### src/cod_cfg.svh
// Field positions and encodings for the coprocessor opcode decoder.
// Assumes inclusion by bare name from the package and design files.
`ifndef COD_CFG_SVH
`define COD_CFG_SVH
// ----------------------------------------------------------------
// Field positions
// ----------------------------------------------------------------
`define COD_FUNC_HI   5
`define COD_FUNC_LO   0
`define COD_RS_HI     25
`define COD_RS_LO     21
`define COD_TF_BIT    16
// ----------------------------------------------------------------
// System coprocessor function codes
// ----------------------------------------------------------------
`define COD_F_TLBRD   6'h01
`define COD_F_TLB_WRITE_INDEXED   6'h02
`define COD_F_TLB_WRITE_RANDOM   6'h06
`define COD_F_TLBPR   6'h08
`define COD_F_ERTN    6'h18
`define COD_F_DRTN    6'h1f
`define COD_F_WAIT    6'h20
`define COD_F_EMPTY   6'h00
// ----------------------------------------------------------------
// Floating-point rs codes
// ----------------------------------------------------------------
`define COD_RS_MFR    5'h00
`define COD_RS_CFR    5'h02
`define COD_RS_HFR    5'h03
`define COD_RS_MTR    5'h04
`define COD_RS_CTR    5'h06
`define COD_RS_HTR    5'h07
`define COD_RS_BR     5'h08
`define COD_RS_S      5'h10
`define COD_RS_D      5'h11
`define COD_RS_W      5'h14
`define COD_RS_L      5'h15
// ----------------------------------------------------------------
// Floating-point function codes
// ----------------------------------------------------------------
`define COD_FN_ARITH_MAX 6'h0f
`define COD_FN_SQRT   6'h04
`define COD_FN_FLAG_CONDITIONAL_MOVE  6'h11
`define COD_FN_MOVZ   6'h12
`define COD_FN_MOVN   6'h13
`define COD_FN_RECIP  6'h15
`define COD_FN_RSQRT  6'h16
`define COD_FN_CVT_S  6'h20
`define COD_FN_CVT_D  6'h21
`define COD_FN_CVT_W  6'h24
`define COD_FN_CVT_L  6'h25
// Reset value of the registered result
`define COD_OP_RESET  6'h00
`endif

### src/cod_pkg.sv
// Types shared by the coprocessor opcode decoder files.
// Assumes cod_cfg.svh is on the include path.
package cod_pkg;
`include "cod_cfg.svh"
   // -------------------------------------------------------------
   // Decoded operation codes
   // -------------------------------------------------------------
   typedef enum logic [5:0] {
      COD_OP_NONE        = 6'h00,
      COD_OP_TLB_READ    = 6'h01,
      COD_OP_TLB_WR_IDX  = 6'h02,
      COD_OP_TLB_WR_RND  = 6'h03,
      COD_OP_TLB_PROBE   = 6'h04,
      COD_OP_EXC_RETURN  = 6'h05,
      COD_OP_DBG_RETURN  = 6'h06,
      COD_OP_WAIT_IDLE   = 6'h07,
      COD_OP_FPR_READ    = 6'h08,
      COD_OP_FPCTL_READ  = 6'h09,
      COD_OP_FPR_HI_READ = 6'h0a,
      COD_OP_FPR_WRITE   = 6'h0b,
      COD_OP_FPCTL_WRITE = 6'h0c,
      COD_OP_FPR_HI_WR   = 6'h0d,
      COD_OP_FP_BRANCH   = 6'h0e,
      COD_OP_ADD         = 6'h10,
      COD_OP_SUB         = 6'h11,
      COD_OP_MUL         = 6'h12,
      COD_OP_DIV         = 6'h13,
      COD_OP_SQRT        = 6'h14,
      COD_OP_ABS         = 6'h15,
      COD_OP_MOV         = 6'h16,
      COD_OP_NEG         = 6'h17,
      COD_OP_ROUND_L     = 6'h18,
      COD_OP_TRUNC_L     = 6'h19,
      COD_OP_CEIL_L      = 6'h1a,
      COD_OP_FLOOR_L     = 6'h1b,
      COD_OP_ROUND_W     = 6'h1c,
      COD_OP_TRUNC_W     = 6'h1d,
      COD_OP_CEIL_W      = 6'h1e,
      COD_OP_FLOOR_W     = 6'h1f,
      COD_OP_MOVE_FLAG_F = 6'h20,
      COD_OP_MOVE_FLAG_T = 6'h21,
      COD_OP_MOVE_ZERO   = 6'h22,
      COD_OP_MOVE_NZERO  = 6'h23,
      COD_OP_RECIP       = 6'h24,
      COD_OP_RSQRT       = 6'h25,
      COD_OP_CVT_S       = 6'h26,
      COD_OP_CVT_D       = 6'h27,
      COD_OP_CVT_W       = 6'h28,
      COD_OP_CVT_L       = 6'h29
   } cod_op_t;

   // Data format of a floating-point arithmetic word
   typedef enum logic [2:0] {
      COD_FMT_NONE = 3'h0,
      COD_FMT_S    = 3'h1,
      COD_FMT_D    = 3'h2,
      COD_FMT_W    = 3'h3,
      COD_FMT_L    = 3'h4
   } cod_fmt_t;

   // Incoming instruction word with its qualifiers
   typedef struct packed {
      logic        valid;
      logic        is_sys;
      logic        is_fp;
      logic [31:0] word;
   } cod_req_t;

   // Decoded result
   typedef struct packed {
      logic     valid;
      logic     reserved;
      cod_fmt_t fmt;
      cod_op_t  op;
   } cod_res_t;
endpackage

### src/cod_fp_func.sv
// Combinational function-field decoder for floating-point formats.
// Assumes the caller has already classified the rs field into a format.
`timescale 1ns/100ps
`include "cod_cfg.svh"
module cod_fp_func (
   // Inputs
   input  wire cod_pkg::cod_fmt_t fmt,
   input  wire logic [5:0]        func,
   input  wire logic              tf,
   // Outputs
   output cod_pkg::cod_op_t       op,
   output logic                   hit
);
   import cod_pkg::*;

   // --------------------------------------------------------------
   // Function decode per format
   // --------------------------------------------------------------
   always_comb begin
      op  = COD_OP_NONE;
      hit = 1'b0;
      if (fmt == COD_FMT_S || fmt == COD_FMT_D) begin
         // Arithmetic and rounding share one dense block
         if (func <= `COD_FN_ARITH_MAX) begin
            op  = cod_op_t'({2'b01, func[3:0]});
            hit = 1'b1;
         end else if (func == `COD_FN_FLAG_CONDITIONAL_MOVE) begin
            // Bit 16 picks the flag sense
            op  = tf ? COD_OP_MOVE_FLAG_T : COD_OP_MOVE_FLAG_F;
            hit = 1'b1;
         end else if (func == `COD_FN_MOVZ) begin
            op  = COD_OP_MOVE_ZERO;
            hit = 1'b1;
         end else if (func == `COD_FN_MOVN) begin
            op  = COD_OP_MOVE_NZERO;
            hit = 1'b1;
         end else if (func == `COD_FN_RECIP) begin
            op  = COD_OP_RECIP;
            hit = 1'b1;
         end else if (func == `COD_FN_RSQRT) begin
            op  = COD_OP_RSQRT;
            hit = 1'b1;
         end else if (func == `COD_FN_CVT_W) begin
            op  = COD_OP_CVT_W;
            hit = 1'b1;
         end else if (func == `COD_FN_CVT_L) begin
            op  = COD_OP_CVT_L;
            hit = 1'b1;
         end else if (fmt == COD_FMT_S && func == `COD_FN_CVT_D) begin
            op  = COD_OP_CVT_D;
            hit = 1'b1;
         end else if (fmt == COD_FMT_D && func == `COD_FN_CVT_S) begin
            op  = COD_OP_CVT_S;
            hit = 1'b1;
         end
      end else if (fmt == COD_FMT_W || fmt == COD_FMT_L) begin
         // Only the two conversions exist here
         if (func == `COD_FN_CVT_S) begin
            op  = COD_OP_CVT_S;
            hit = 1'b1;
         end else if (func == `COD_FN_CVT_D) begin
            op  = COD_OP_CVT_D;
            hit = 1'b1;
         end
      end
   end
endmodule

### src/cod_decoder.sv
// Coprocessor opcode decoder: system coprocessor operation format
// and floating-point coprocessor words, one registered result.
// Assumes request qualifiers come from logic on clk_sys.
`timescale 1ns/100ps
`include "cod_cfg.svh"

module cod_decoder (
   // Clock and reset
   input  wire logic          clk_sys,
   input  wire logic          rst,
   // Mode
   input  wire logic          fp64_en,
   // Request from issue stage
   input  wire cod_pkg::cod_req_t req,
   // Decoded result, registered
   output cod_pkg::cod_res_t  res
);
   import cod_pkg::*;

   // --------------------------------------------------------------
   // Field extraction
   // --------------------------------------------------------------
   function automatic logic [5:0] get_func(input logic [31:0] w);
      get_func = w[`COD_FUNC_HI:`COD_FUNC_LO];
   endfunction

   logic [4:0] rs_f;    // Floating-point rs field
   logic [5:0] fn_f;    // Function field
   cod_fmt_t   fmt_c;   // Format selected by rs
   cod_op_t    fp_op;   // Op from the format decoder
   logic       fp_hit;  // Format decoder found an op
   cod_res_t   res_reg; // Registered result
   cod_res_t   res_next;

   assign rs_f = req.word[`COD_RS_HI:`COD_RS_LO];
   assign fn_f = get_func(req.word);

   // --------------------------------------------------------------
   // Format classification
   // --------------------------------------------------------------
   // Long is dropped to no format when 64-bit mode is off, so
   // the function decoder never sees it and it falls to reserved.
   always_comb begin
      fmt_c = COD_FMT_NONE;
      if (rs_f == `COD_RS_S) begin
         fmt_c = COD_FMT_S;
      end else if (rs_f == `COD_RS_D) begin
         fmt_c = COD_FMT_D;
      end else if (rs_f == `COD_RS_W) begin
         fmt_c = COD_FMT_W;
      end else if (rs_f == `COD_RS_L && fp64_en) begin
         fmt_c = COD_FMT_L;
      end
   end

   cod_fp_func u_fp_func (
      .fmt  (fmt_c),
      .func (fn_f),
      .tf   (req.word[`COD_TF_BIT]),
      .op   (fp_op),
      .hit  (fp_hit)
   );

   // --------------------------------------------------------------
   // Next result
   // --------------------------------------------------------------
   always_comb begin
      res_next          = '0;
      res_next.op       = COD_OP_NONE;
      res_next.fmt      = COD_FMT_NONE;
      res_next.valid    = req.valid;
      res_next.reserved = 1'b0;
      if (req.valid && req.is_sys) begin
         // System coprocessor operation format
         case (fn_f)
            `COD_F_TLBRD: res_next.op = COD_OP_TLB_READ;
            `COD_F_TLB_WRITE_INDEXED: res_next.op = COD_OP_TLB_WR_IDX;
            `COD_F_TLB_WRITE_RANDOM: res_next.op = COD_OP_TLB_WR_RND;
            `COD_F_TLBPR: res_next.op = COD_OP_TLB_PROBE;
            `COD_F_ERTN:  res_next.op = COD_OP_EXC_RETURN;
            `COD_F_DRTN:  res_next.op = COD_OP_DBG_RETURN;
            `COD_F_WAIT:  res_next.op = COD_OP_WAIT_IDLE;
            default:      res_next.reserved = 1'b1;
         endcase
      end else if (req.valid && req.is_fp) begin
         case (rs_f)
            `COD_RS_MFR: res_next.op = COD_OP_FPR_READ;
            `COD_RS_CFR: res_next.op = COD_OP_FPCTL_READ;
            `COD_RS_HFR: res_next.op = COD_OP_FPR_HI_READ;
            `COD_RS_MTR: res_next.op = COD_OP_FPR_WRITE;
            `COD_RS_CTR: res_next.op = COD_OP_FPCTL_WRITE;
            `COD_RS_HTR: res_next.op = COD_OP_FPR_HI_WR;
            `COD_RS_BR:  res_next.op = COD_OP_FP_BRANCH;
            default: begin
               // Formats, with long gated by mode
               if (fp_hit) begin
                  res_next.op  = fp_op;
                  res_next.fmt = fmt_c;
               end else begin
                  res_next.reserved = 1'b1;
               end
            end
         endcase
      end
   end

   // --------------------------------------------------------------
   // Result register
   // --------------------------------------------------------------
   always_ff @(posedge clk_sys) begin
      if (rst) begin
         res_reg <= '0;
      end else begin
         res_reg <= res_next;
      end
   end

   assign res = res_reg;
endmodule

### config.mk
export PLATFORM = sky130hd
export DESIGN_NAME = cod_decoder
export DESIGN_NICKNAME = d
export VERILOG_FILES = /design/src/cod_pkg.sv /design/src/cod_fp_func.sv /design/src/cod_decoder.sv
export VERILOG_INCLUDE_DIRS = /design/src /design/src/src
export SDC_FILE = /design/constraint.sdc
export NUM_CORES = 1
export LEC_CHECK = 0
export ABC_AREA = 1
export BUFFER_PORTS_ARGS = -buffer_cell sky130_fd_sc_hd__buf_4
export CAP_MARGIN = 20
export CORE_MARGIN = 2
export CORE_UTILIZATION = 40
export CTS_CLUSTER_SIZE = 28
export DETAILED_ROUTE_END_ITERATION = 12
export GPL_ROUTABILITY_DRIVEN = 0
export PLACE_DENSITY = 0.82
export SLEW_MARGIN = 20
export SYNTH_ARGS = -nofsm -noshare
export SYNTH_HDL_FRONTEND = slang
export SYNTH_SLANG_ARGS = --single-unit
export TNS_END_PERCENT = 100
### constraint.sdc
create_clock -name clk_sys -period 2.95 [get_ports clk_sys]
set_input_delay 0.59 -clock clk_sys [delete_from_list [all_inputs] [get_ports clk_sys]]
set_output_delay 0.59 -clock clk_sys [all_outputs]
set_load 0.1 [all_outputs]
==> key figures, run 1 <==
Run status
  • Run status: finished, final reports clean

Worst setup path
  • CP max FO: 7
  • Critical path type: input port to flip-flop
  • Max stage delay on crit path: roughly 0.18 ns
  • Worst endpoint required time: around 3.1 ns
  • CP top delay family: simple AND/OR/NAND/NOR gates
  • Crit path launch: req[23]
  • CP max-delay cell: nand3_2
  • Bufs and invs on worst path: 1
  • Worst EP arrival: 1.70 ns
  • Critical Path Stages: 11
  • Crit start category: input port
  • Top cell by count, worst path: nand2_1
  • Critical Path, Cell by Cell: buf_4 > nor2_4 > nand3_2 > nor2_2 > nand2_1 > nor2_1 > nand2_1 > nand2_1 > nand2_1 > nand2_1 > nand2_1
  • Crit. End Element: flip-flop

Power
  • Internal power: about 240 uW
  • LEAKAGE: 0.6560 nW
  • Combinational power share: 29.9%
  • Total power: 359.2 uW
  • Peak supply drop: 0.0002339 V
  • Clock power share: 28.0%
  • Sequential Power Share: 42.2%
  • Sw frac: roughly a third
  • Net Switching: 119.8 uW
  • Pwr/cell area: roughly 290 nW/um^2

Job
  • Max_cap viols: 0

Detailed routing
  • Final wirelength: about 2.3 mm
  • TritonRoute pass-1 iters: 4
  • Antenna-violating nets left: 0
  • Via count: approximately 1100
  • 1st-iter DRT viols: 39
  • Via density: 4.868
  • WL/cell: 9.634 um
  • DRC Markers: 0

Yosys
  • Area leader, netlist: dfxtp_1
  • Syn nets: 213
  • Mapped Area: between 900 and 1000 um^2
  • Avg Inst Size Synth: 5.548 um^2
  • Syn Inst Count: 175
  • Synth cell types: 22
  • Post-synthesis sequential area ratio: around 23%
  • YS warnings: 0
  • Top-area cell type share of the netlist area: 22.68%
  • Count of state elements after synthesis: 11
  • Top post-synthesis cells by area: dfxtp_1 23%, nand2_1 21%, nor2_1 13%

Cells and area
  • Share of cells above drive strength 1: 25.12%
  • Fillers: ~260
  • Antenna cell count: 0
  • Reg area: 220.2 um^2
  • Multi-input gate area: 649.4 um^2
  • Max FFs per register: 11
  • Fin nets: 246
  • Area growth, synth to finish: 27.96%

Die
  • Num ports: 49
  • Die area: 2837 um^2
  • Core area: 2255 um^2
  • Row Count: 17
  • Initial Util: 43.06%
  • DIE HEIGHT: about 53 um
  • Die width: around 53 um

Global route
  • Grt ovf: 0
  • Largest net degree at the start of global routing: 8
  • First-pass GRT wire length: 3.726 mm
  • Initial antenna violation count: 0
  • Total track usage: between 15 and 20%
  • Vias in the first global route: around 940

STA
  • RSZ-0062 raised after global routing: no
  • Final worst path period need: 1.538 ns
  • Max-slew violations: 0
  • Slew @ Worst Pin: 0.4430 ns
  • FMAX: between 0.6 and 0.7 GHz
  • Hold Violations, Final: 0
  • Final Setup Violations: 0
  • Setup TNS: 0 ns
  • Final cycle utilization of the critical path: 52.13%
  • Slew margin rel.: about 70%

Min path
  • Min-delay worst type: input port to flip-flop
  • Hold Path Origin: rst
  • Worst hold stages: 2

CTS
  • TritonCTS Buffers: 3
  • Hold-fix buffers at CTS: 0
  • Resize count post-CTS: 0
  • Post-CTS Setup Bufs: 0
  • Root Driver: clkbuf_4
  • Clock Sinks: 11
  • H-Tree Depth: 1
  • TritonCTS clock tree: yes
  • Clk buf depth: 2
  • Clock Pin Slew Worst Setup and Hold Paths: 0.06 ns

Placed design
  • Number of port buffers: 28
  • Final HPWL DP: just under 2 mm
==> power by group through the flow <==
stage          clock network [mW]  registers, mW  logic, mW
2_1_floorplan                   0          0.174     0.0466
3_3_place_gp                    0          0.155      0.106
3_5_place_dp                    0          0.155      0.106
4_1_cts                     0.104          0.152      0.107
5_1_grt                     0.111          0.152      0.119
6_report                    0.100          0.152      0.107
==> cells by family after synthesis <==
group | share of synthesized area [%]
compound gates | 9.021
buf+inv | 10.44
flops | 22.68
simple gates | 57.86
==> cells in the mapped netlist, drive strengths merged <==
| cell type | count |
|---|---|
| nor4 | 1 |
| o21bai | 1 |
| nor3 | 2 |
| o2111ai | 1 |
| and3 | 1 |
| a211oi | 1 |
| o21ai | 7 |
| nand4 | 4 |
| o31a | 1 |
| inv | 27 |
| nor2 | 40 |
| nand3 | 16 |
| nand2 | 58 |
| dfxtp | 11 |
| a21oi | 4 |
==> stage by stage <==
step / cell area [um^2] / utilization [%] / hold slack (ns) / setup WS (ns) / std cells
after floorplan: 970.9 / - / 0.6612 / 1.451 / 175
after global placement: 1216 / 53.94 / 0.8143 / 1.151 / 231
after detailed placement: 1216 / 53.94 / 0.8174 / 1.153 / 231
after CTS: 1242 / 55.11 / 0.5314 / 1.434 / 235
after global routing: 1242 / 55.11 / 0.5307 / 1.268 / 235
final: 1242 / 55.11 / 0.5414 / 1.412 / 235
==> cell type report <==
cell class | instances | area share (%)
tap | 28 | 2.820
clock buffer | 4 | 2.115
inverter | 27 | 8.157
sequential | 11 | 17.72
multi-input combinational | 137 | 52.27
timing repair buffer | 28 | 16.92
==> cells in the final DEF, fill, tap and decap left out, drive strengths merged <==
cell / count
nor4: 1
o21ai: 7
clkbuf: 4
inv: 27
nand2: 58
a211oi: 1
o21bai: 1
nand3: 16
o31a: 1
buf: 28
nor3: 2
o2111ai: 1
a21oi: 4
nor2: 40
nand4: 4
and3: 1
dfxtp: 11
==> routing by layer <==
layer | vias up | wire, um | global-route usage (%) | share of wire, %
li1 | 614 | - | - | -
met1 | 495 | 1036 | 23.59 | 46
met2 | 33 | 1089 | 29.22 | 48
met3 | 2 | 132 | 3.390 | 5.8
met4 | 0 | 6 | 2.564 | 0.27
met5 | - | 0 | 0 | 0
==> path summary, 6_finish.rpt <==
check	endpoint	slack [ns]
setup / recovery	res[0]$_SDFF_PP0_	1.41
hold / removal	res[10]$_SDFF_PP0_	0.54
(Power assumes the default switching activity.)
==> run 2, diff against run 1 <==
PLACE_DENSITY = 0.84   (was 0.82)
clock period = 1.4 ns   (was 2.95 ns; I/O delays follow)
==> key figures, run 2 (synthesized netlist as in run 1, its figures left out) <==
Global route
  • Total track usage: 19.05%
  • Grt ovf: 0
  • First-pass GRT wire length: 4.043 mm
  • Largest net degree at the start of global routing: 8
  • Vias in the first global route: around 1000
  • Initial antenna violation count: 0

Worst setup path
  • CP max-delay cell: dfxtp_1
  • Crit. End Element: primary output
  • Critical Path, Cell by Cell: buf_4
  • Max stage delay on crit path: 0.33 ns
  • Critical path type: flip-flop to primary output
  • CP top delay family: flip-flops
  • Crit start category: flip-flop
  • Worst endpoint required time: 1.12 ns
  • Worst EP arrival: 0.89 ns
  • CP max FO: 1
  • Bufs and invs on worst path: 1

Die
  • Core area: approximately 2300 um^2
  • Die width: roughly 53 um
  • Initial Util: 43.06%
  • Row Count: 17
  • DIE HEIGHT: 53.27 um
  • Die area: 2837 um^2
  • Num ports: 49

CTS
  • Resize count post-CTS: 0
  • Clock Pin Slew Worst Setup and Hold Paths: 0.07 ns
  • Clock Sinks: 11
  • TritonCTS Buffers: 3
  • TritonCTS clock tree: yes
  • H-Tree Depth: 1
  • Clk buf depth: 2
  • Post-CTS Setup Bufs: 0
  • Hold-fix buffers at CTS: 0
  • Root Driver: clkbuf_4

Detailed routing
  • Final wirelength: 2.489 mm
  • Via count: about 1200
  • DRC Markers: 0
  • WL/cell: 10.08 um
  • 1st-iter DRT viols: 42
  • TritonRoute pass-1 iters: 4
  • Antenna-violating nets left: 0
  • Via density: 4.883

Placed design
  • Final HPWL DP: 2.133 mm
  • Number of port buffers: 28
  • Cell total after placement: 243

Cells and area
  • Reg area: approximately 220 um^2
  • Area growth, synth to finish: 37.24%
  • Most common cell after layout, fill and taps aside: nand2_1
  • Max FFs per register: 11
  • Antenna cell count: 0
  • Share of cells above drive strength 1: 29.22%
  • Final core occ: 59.10%
  • Fin nets: 258
  • Commonest non-fill, non-tap cells in the layout: 55 x nand2_1, 40 x buf_4, 33 x nor2_1, 21 x inv_1, 12 x nand3_1
  • Multi-input gate area: ~650 um^2
  • Fillers: 229
  • Layout Cells excl Fill: 247

Min path
  • Hold Path Origin: rst
  • Worst hold endpoint: res[10]$_SDFF_PP0_
  • Min-delay worst type: input port to flip-flop
  • Worst hold stages: 2

STA
  • Final Setup Violations: 0
  • Max-slew violations: 0
  • Slew margin rel.: 79.78%
  • Slew @ Worst Pin: slightly above 0.3 ns
  • Final cycle utilization of the critical path: 83.33%
  • FMAX: 0.8572 GHz
  • Hold Violations, Final: 0
  • Final hold slack: around 0.22 ns
  • RSZ-0062 raised after global routing: no
  • Final worst path period need: 1.167 ns

Power
  • Sw frac: 33.53%
  • Pwr/cell area: 584.7 nW/um^2
  • Clock power share: around 28%
  • Sequential Power Share: 41.0%
  • Internal power: 517.9 uW
  • LEAKAGE: 0.7145 nW
  • Combinational power share: 31.2%
  • Net Switching: 261.3 uW
  • Peak supply drop: 0.0004749 V

Job
  • Max_cap viols: 0

Run status
  • Run status: finished, final reports clean
run 2: cell count changes in the layout (fill, tap and decap cells not counted):
cell and delta:
buf_4 +12
run 2: power by group through the flow:
stage                     logic, mW  registers (mW)  clock network (mW)
final                         0.243           0.319               0.217
after global routing          0.268           0.320               0.231
after CTS                     0.242           0.319               0.215
after detailed placement      0.242           0.327                   0
after global placement        0.238           0.326                   0
after floorplan              0.0983           0.366                   0
run 2: how the worst max path moves through the flow:
stage                     slack [ns]         startpoint  cells after the start                end
after floorplan                 0.21  res[0]$_SDFF_PP0_                      0             res[0]
after global placement        -0.007             req[5]                     11  res[1]$_SDFF_PP0_
after detailed placement       -0.04             req[5]                     11  res[1]$_SDFF_PP0_
after CTS                       0.23  res[2]$_SDFF_PP0_                      1             res[2]
after global routing            0.12             req[5]                     11  res[1]$_SDFF_PP0_
final                           0.23  res[2]$_SDFF_PP0_                      1             res[2]
run 2: layout make-up:
type                       instances  area share, %
multi-input combinational        137          48.73
clock buffer                       4          1.972
inverter                          27          7.606
sequential                        11          16.53
tap                               28          2.629
timing repair buffer              40          22.54
run 2: through the flow:
stage | area (um^2) | worst slack (ns) | TNS, ns | total power [mW]
finish | 1333 | 0.2334 | 0 | 0.7792
CTS | 1333 | 0.2301 | 0 | 0.7766
global placement | 1306 | -0.007451 | -0.009508 | 0.5645
detailed placement | 1306 | -0.03650 | -0.09883 | 0.5685
floorplan | 970.9 | 0.2110 | 0 | 0.4642
global route | 1333 | 0.1178 | 0 | 0.8189
run 2: layer usage:
layer | part of all wire (%) | track usage, % | vias up
li1 | - | - | 639
met1 | 43 | 22.91 | 525
met2 | 50 | 34.98 | 38
met3 | 6.1 | 3.390 | 4
met4 | 1.0 | 3.419 | 0
met5 | 0 | 0 | -
